--- config.mk ---
export PLATFORM = sky130hd
export DESIGN_NAME = resonant_protection_sequencer
export DESIGN_NICKNAME = d
export VERILOG_FILES = /design/src/hdl/resonant_protection_pkg.sv /design/src/hdl/resonant_protection_sequencer.sv
export SDC_FILE = /design/constraint.sdc
export NUM_CORES = 1
export LEC_CHECK = 0
export ABC_CLOCK_PERIOD_IN_PS = 5000
export BUFFER_PORTS_ARGS = -buffer_cell sky130_fd_sc_hd__buf_4
export CORE_ASPECT_RATIO = 1.1
export CORE_MARGIN = 1
export CORE_UTILIZATION = 45
export DETAILED_ROUTE_END_ITERATION = 8
export SLEW_MARGIN = 20
export SYNTH_ARGS = -nofsm -noshare
export SYNTH_HDL_FRONTEND = slang
export SYNTH_SLANG_ARGS = --single-unit
export TNS_END_PERCENT = 5
--- constraint.sdc ---
create_clock -name sys_clk -period 5 [get_ports sys_clk]
set_input_delay 0.5 -clock sys_clk [delete_from_list [all_inputs] [get_ports sys_clk]]
set_output_delay 0.5 -clock sys_clk [all_outputs]
set_load 0.005 [all_outputs]
--- src/hdl/resonant_protection_pkg.sv ---
// Purpose: Shared constants and types for the resonant protection sequencer
// Assumes: 10 MHz system clock
// Notes: Times are given in their own unit; cycle counts are derived
package resonant_protection_pkg;

    localparam int CLK_PERIOD_NS = 100;
    localparam int START_PULSE_NS = 500;
    // Start pulse width in clocks, least time rounded up
    localparam int START_PULSE_CYC =
        (START_PULSE_NS + CLK_PERIOD_NS - 1) / CLK_PERIOD_NS;
    localparam int START_PULSE_COUNT = 4;
    localparam int OVERLOAD_TRIP = 8192;
    localparam int RESTART_ATTEMPTS = 32;
    localparam int PEAK_CUTOFF_MV = 400;
    localparam int OVL_WIDTH = 14;
    localparam int ATTEMPT_WIDTH = 6;
    localparam int PULSE_WIDTH = 4;
    // Start pulses also follow release of reset
    localparam logic [2:0] START_COUNT_RESET = 3'h4;

    typedef enum logic [1:0] {
        ST_RUN = 2'b00,
        ST_DORMANT = 2'b01,
        ST_BURST_IDLE = 2'b10
    } seq_state_t;

    // Comparator results, one bit each
    typedef struct packed {
        logic over_overload;
        logic peak_cutoff;
        logic at_min_freq;
        logic at_max_freq;
        logic light_load;
        logic more_power;
        logic ramp_done;
    } comp_bits_t;

    // Drive pin controls
    typedef struct packed {
        logic clamp_a;
        logic clamp_b;
        logic start_a;
        logic start_b;
    } drive_t;

endpackage : resonant_protection_pkg

--- src/hdl/resonant_protection_sequencer.sv ---
// Purpose: Overload counting, dormant restart, peak cutoff and burst idle
// Assumes: Comparator outputs are asynchronous analog results
// Notes: One half-cycle ends on each synchronised ramp_done rising edge

// Behaviour
// - Overload counter counts up above overload level, down below it.
// - Net overload count of 8192 enters dormant and stops converter.
// - After shutdown, 32 dummy restart attempts pass, then start pulses.
// - Restart trips again if overload persists, else it keeps running.
// - Peak current above 400 mV ends on-time at once.
// - Peak cutoff acts in every cycle independently, never latched.
// - Half-cycle ends when ramp reaches control voltage; next starts.
// - Maximum frequency or light load enters burst idle.
// - Demand for more power leaves burst idle and starts.
// - Running at minimum frequency increments the overload counter.
// - Overload counter decrements toward zero, never below zero.
// - Dormant state clamps both drive outputs.
// - Dormant state closes supply to timing pin switch.
// - Each start gives 500 ns pulses on the first four on-times.
module resonant_protection_sequencer #(
    parameter int OVERLOAD_TRIP = resonant_protection_pkg::OVERLOAD_TRIP,
    parameter int RESTART_ATTEMPTS = resonant_protection_pkg::RESTART_ATTEMPTS
) (
    input wire logic sys_clk,
    input wire logic reset_n,
    input wire resonant_protection_pkg::comp_bits_t comp_in,
    output resonant_protection_pkg::drive_t drive_out,
    output logic half_cycle_end,
    output logic on_time_end,
    output logic supply_switch_closed,
    output logic dormant,
    output logic burst_idle
);

    localparam int OW = resonant_protection_pkg::OVL_WIDTH;
    localparam int AW = resonant_protection_pkg::ATTEMPT_WIDTH;
    localparam int PW = resonant_protection_pkg::PULSE_WIDTH;
    localparam logic [OW:0] TRIP_VAL = (OW+1)'(OVERLOAD_TRIP);
    localparam logic [AW-1:0] ATTEMPT_VAL = AW'(RESTART_ATTEMPTS);
    localparam logic [PW-1:0] PULSE_VAL =
        PW'(resonant_protection_pkg::START_PULSE_CYC);

    resonant_protection_pkg::comp_bits_t sync1_reg;
    resonant_protection_pkg::comp_bits_t sync2_reg;
    logic ramp_prev_reg;
    logic step;
    resonant_protection_pkg::seq_state_t state_reg;
    resonant_protection_pkg::seq_state_t state_next;
    logic [OW:0] ovl_reg;
    logic [OW:0] ovl_next;
    logic [AW-1:0] attempt_reg;
    logic [2:0] start_cnt_reg;
    logic [PW-1:0] pulse_reg;
    logic trip;
    logic start_req;

    // Two-stage synchroniser for all comparator inputs
    always_ff @(posedge sys_clk or negedge reset_n) begin
        if (!reset_n) begin
            sync1_reg <= '0;
            sync2_reg <= '0;
        end else begin
            sync1_reg <= comp_in;
            sync2_reg <= sync1_reg;
        end
    end

    always_ff @(posedge sys_clk or negedge reset_n) begin
        if (!reset_n) begin
            ramp_prev_reg <= 1'b0;
        end else begin
            ramp_prev_reg <= sync2_reg.ramp_done;
        end
    end

    // Counter and state read the inputs only on this step
    assign step = sync2_reg.ramp_done & ~ramp_prev_reg;
    assign half_cycle_end = step;
    // Peak cutoff acts straight from the synchronised comparator
    assign on_time_end = step | sync2_reg.peak_cutoff;

    assign trip = (ovl_next >= TRIP_VAL);

    always_comb begin
        ovl_next = ovl_reg;
        if (state_reg == resonant_protection_pkg::ST_RUN && step) begin
            if (sync2_reg.over_overload || sync2_reg.at_min_freq) begin
                ovl_next = ovl_reg + (OW+1)'(1);
            end else if (ovl_reg != '0) begin
                ovl_next = ovl_reg - (OW+1)'(1);
            end
        end
    end

    always_ff @(posedge sys_clk or negedge reset_n) begin
        if (!reset_n) begin
            ovl_reg <= '0;
        end else if (state_next == resonant_protection_pkg::ST_DORMANT &&
                     state_reg != resonant_protection_pkg::ST_DORMANT) begin
            ovl_reg <= '0;
        end else begin
            ovl_reg <= ovl_next;
        end
    end

    always_comb begin
        state_next = state_reg;
        case (state_reg)
            resonant_protection_pkg::ST_RUN: begin
                if (step && trip) begin
                    state_next = resonant_protection_pkg::ST_DORMANT;
                end else if (step &&
                    (sync2_reg.at_max_freq || sync2_reg.light_load)) begin
                    state_next = resonant_protection_pkg::ST_BURST_IDLE;
                end
            end
            resonant_protection_pkg::ST_DORMANT: begin
                if (step && attempt_reg == ATTEMPT_VAL - AW'(1)) begin
                    state_next = resonant_protection_pkg::ST_RUN;
                end
            end
            resonant_protection_pkg::ST_BURST_IDLE: begin
                if (step && sync2_reg.more_power) begin
                    state_next = resonant_protection_pkg::ST_RUN;
                end
            end
            default: begin
                state_next = resonant_protection_pkg::ST_DORMANT;
            end
        endcase
    end

    always_ff @(posedge sys_clk or negedge reset_n) begin
        if (!reset_n) begin
            state_reg <= resonant_protection_pkg::ST_RUN;
        end else begin
            state_reg <= state_next;
        end
    end

    // Dummy restart attempts, one per half-cycle while dormant
    always_ff @(posedge sys_clk or negedge reset_n) begin
        if (!reset_n) begin
            attempt_reg <= '0;
        end else if (state_reg != resonant_protection_pkg::ST_DORMANT) begin
            attempt_reg <= '0;
        end else if (step) begin
            attempt_reg <= attempt_reg + AW'(1);
        end
    end

    assign start_req = (state_next == resonant_protection_pkg::ST_RUN) &&
                       (state_reg != resonant_protection_pkg::ST_RUN);

    // Four start pulses, each at the start of an on-time
    always_ff @(posedge sys_clk or negedge reset_n) begin
        if (!reset_n) begin
            start_cnt_reg <= resonant_protection_pkg::START_COUNT_RESET;
            pulse_reg <= '0;
        end else if (start_req) begin
            start_cnt_reg <= 3'(resonant_protection_pkg::START_PULSE_COUNT);
            pulse_reg <= '0;
        end else if (state_reg != resonant_protection_pkg::ST_RUN) begin
            start_cnt_reg <= '0;
            pulse_reg <= '0;
        end else if (step && start_cnt_reg != 3'h0) begin
            start_cnt_reg <= start_cnt_reg - 3'h1;
            pulse_reg <= PULSE_VAL;
        end else if (pulse_reg != '0) begin
            pulse_reg <= pulse_reg - PW'(1);
        end
    end

    always_ff @(posedge sys_clk or negedge reset_n) begin
        if (!reset_n) begin
            drive_out <= '0;
            supply_switch_closed <= 1'b0;
            dormant <= 1'b0;
            burst_idle <= 1'b0;
        end else begin
            drive_out.clamp_a <=
                state_next != resonant_protection_pkg::ST_RUN;
            drive_out.clamp_b <=
                state_next != resonant_protection_pkg::ST_RUN;
            drive_out.start_a <= state_reg == resonant_protection_pkg::ST_RUN
                && step && start_cnt_reg != 3'h0;
            drive_out.start_b <= state_reg == resonant_protection_pkg::ST_RUN
                && step && start_cnt_reg != 3'h0;
            if (pulse_reg > PW'(1)) begin
                drive_out.start_a <= 1'b1;
                drive_out.start_b <= 1'b1;
            end
            supply_switch_closed <=
                state_next == resonant_protection_pkg::ST_DORMANT;
            dormant <= state_next == resonant_protection_pkg::ST_DORMANT;
            burst_idle <= state_next == resonant_protection_pkg::ST_BURST_IDLE;
        end
    end
endmodule : resonant_protection_sequencer

==> impl_metrics.json <==
{
  "dp.cells": 362,
  "synth_edf_count": 0,
  "power_mw": 1.48,
  "cp-end-kind": "flip-flop",
  "drc_errors": 0,
  "wire_per_inst_um": 15.2,
  "yosys.area.top_type": "dfrtp_1",
  "clk_latency_ps": 300,
  "routed-wl-met2_mm": 2.74,
  "syn-num-nets": 307,
  "synthDistinctLibCells": 53,
  "fin_cells": 370,
  "synth_commonest_cells": "dfrtp_1 (48), nor2_1 (32), nand2_1 (22)",
  "initial_core_util_pct": 46.8,
  "antenna_left": 0,
  "post_cts_buffers": 0,
  "synth_top_family_by_area": "simple AND/OR/NAND/NOR gates",
  "holdCritPathClass": "input pin to async pin",
  "crit_fanout": 12,
  "grt_pass1_wl_mm": 9.78,
  "synth-async-reset-ratio_pct": 100,
  "synth_compound_area_share_pct": 17.9,
  "grt_max_degree": 50,
  "fillCellCount": 558,
  "fp.dieW_um": 76.1,
  "fp.dieH_um": 83.5,
  "fin_ws_ps": 1490,
  "synth-seq-area-share_pct": 45.2,
  "hold_viol": 0,
  "highest_layer": "met4",
  "power_density_nw_per_um2": 507,
  "grt_usage_pct": 19.3,
  "htree_levels": 2,
  "globalplace.congestion": 0.856,
  "drive_above_1_share_pct": 14.7,
  "hold_buffers": 0,
  "root_buffer": "clkbuf_8",
  "synth_flop_cell": "dfrtp_1",
  "insertedDiodeCount": 0,
  "drv_slew": 0,
  "placed_cell_area_um2": 2820,
  "fin_worst_skew_ps": 5.06,
  "synthAdderAreaFrac_pct": 4.15,
  "utilization_pct": 50.4,
  "regArea_um2": 1230,
  "multi_input_area_um2": 1310,
  "drtIter0Drc": 156,
  "synth_top_area_share_pct": 44.2,
  "clk_pin_slew_ps": 90,
  "cts_tree": "built",
  "critPathRequiredTime_ps": 5210,
  "r2r_start": "ovl_reg[1]$_DFF_PN0_",
  "fmax_mhz": 285,
  "routed_wirelength_mm": 5.61,
  "worst_hold_slack_ps": 201,
  "port_buffers": 17,
  "crit_buf_inv": 1,
  "clock_sinks": 49,
  "rsz0062_at_grt": "false",
  "worstSetupPathType": "flip-flop to flip-flop",
  "tightest_slew_ps": 641,
  "design_area_um2": 2930,
  "slew_headroom_pct": 56.9,
  "antenna_found_initial": 0,
  "syn_inst": 289,
  "post-synth-top-count-cell": "dfrtp_1",
  "io_pins": 18,
  "period_needed_ps": 3510,
  "slowest_delay_ps": 690,
  "syn2layout_area_growth_pct": 7.74,
  "arrival_ps": 3730,
  "syn_area_um2": 2720,
  "vias": 2124,
  "vias_per_cell": 5.74,
  "cts_resized": 0,
  "synth_mux_area_share_pct": 1.11,
  "synth.area.top_cells": "dfrtp_1 (44%), nor2_1 (4.4%), ha_1 (4.1%)",
  "drv_cap": 0,
  "r2r_end": "ovl_reg[1]$_DFF_PN0_",
  "p_leak_nw": 1.22,
  "setup_viol_count_final": 0,
  "grt_pass1_vias": 2086,
  "ir_drop_v": 0.000249,
  "drt-met1-wl_mm": 2.53,
  "cp_top_family": "simple AND/OR/NAND/NOR gates",
  "rrSetupSlack_ps": 1490,
  "synthXorXnorAreaFrac_pct": 3.23,
  "synth_warnings": 0,
  "syn_avg_cell_area_um2": 9.39,
  "core_um2": 5810,
  "cts_buffers": 5,
  "dieArea_um2": 6350,
  "outcome": "complete, no violations",
  "firstDrtPassIters": 4,
  "cp_cell_sequence": "inv_1, ha_1, or4b_2, or4_1, nand2_1, o211ai_1, o41a_1, a221oi_4",
  "grt_overflow": 0,
  "period_share_pct": 70.2,
  "largest_reg_flops": 15,
  "nNetsFinal": 310,
  "fin_setup_tns_ps": 0,
  "start_kind": "flip-flop",
  "row_count": 29,
  "synthSimpleGateAreaFrac_pct": 22.0,
  "post-place-ws_ps": 1500,
  "reg2reg_depth": 8,
  "ys_ff_latch": 49,
  "clockBufferDepth": 2,
  "worst_path_max_delay_cell": "o41a_1",
  "dpl.hpwl_mm": 3.79,
  "met3_length_um": 232
}
-- worst max-delay path by stage --
stage | startpoint | end | slack, ps | cells past startpoint
floorplan | ovl_reg[1]$_DFF_PN0_ | ovl_reg[1]$_DFF_PN0_ | 1980 | 11
global placement | ovl_reg[1]$_DFF_PN0_ | ovl_reg[1]$_DFF_PN0_ | 1580 | 8
detailed placement | ovl_reg[1]$_DFF_PN0_ | ovl_reg[1]$_DFF_PN0_ | 1500 | 8
CTS | ovl_reg[1]$_DFF_PN0_ | ovl_reg[1]$_DFF_PN0_ | 1480 | 8
global route | ovl_reg[0]$_DFF_PN0_ | ovl_reg[1]$_DFF_PN0_ | 1260 | 8
finish | ovl_reg[1]$_DFF_PN0_ | ovl_reg[1]$_DFF_PN0_ | 1490 | 8
-- final cells by class --
class | count | share of cell area [%]
Clock buffer | 6 | 2.48
Clock inverter | 2 | 1.20
Inverter | 10 | 1.28
Multi-Input combinational cell | 207 | 44.9
Timing Repair Buffer | 19 | 4.88
Sequential cell | 49 | 42.0
Tap cell | 77 | 3.29
-- placed cells by master (no fill, tap or decap), types with 3 or more instances in the layout --
cell       n
o21ai_0   13
xnor2_1    5
a21oi_1   21
ha_1       9
nand2_1   22
mux2i_1    3
or4_1      4
nor3_1    13
o22ai_1    3
or2_2      6
inv_1     10
or3_1      8
a31oi_1    3
nand3_1    6
xor2_1     5
clkbuf_8   5
dfrtp_1   48
a211oi_2   4
a221oi_1   3
nor4_1     6
nand4_1    5
buf_4     19
nor2_1    32
-- per-layer routing --
metal	vias up	GRT usage, %
met2	48	33.3
met1	1026	24.0
li1	1041	-
met4	0	7.87
met5	-	0
met3	9	3.28
-- power breakdown --
part | internal (mW) | switching [mW] | leakage [nW]
clock | 0.149 | 0.132 | 0.0552
sequential | 0.480 | 0.118 | 0.622
combinational | 0.264 | 0.338 | 0.541
total | 0.893 | 0.589 | 1.22
-- logic make-up after synthesis --
group | count (synthesis)
and+or+nand+nor | 117
AOI/OAI and AO/OA | 68
DFF | 49
buffers and inverters | 33
xor gates and xnor gates | 10
adders and majority gates | 9
muxes | 3
Note: power is estimated with default switching activity, not from simulation.
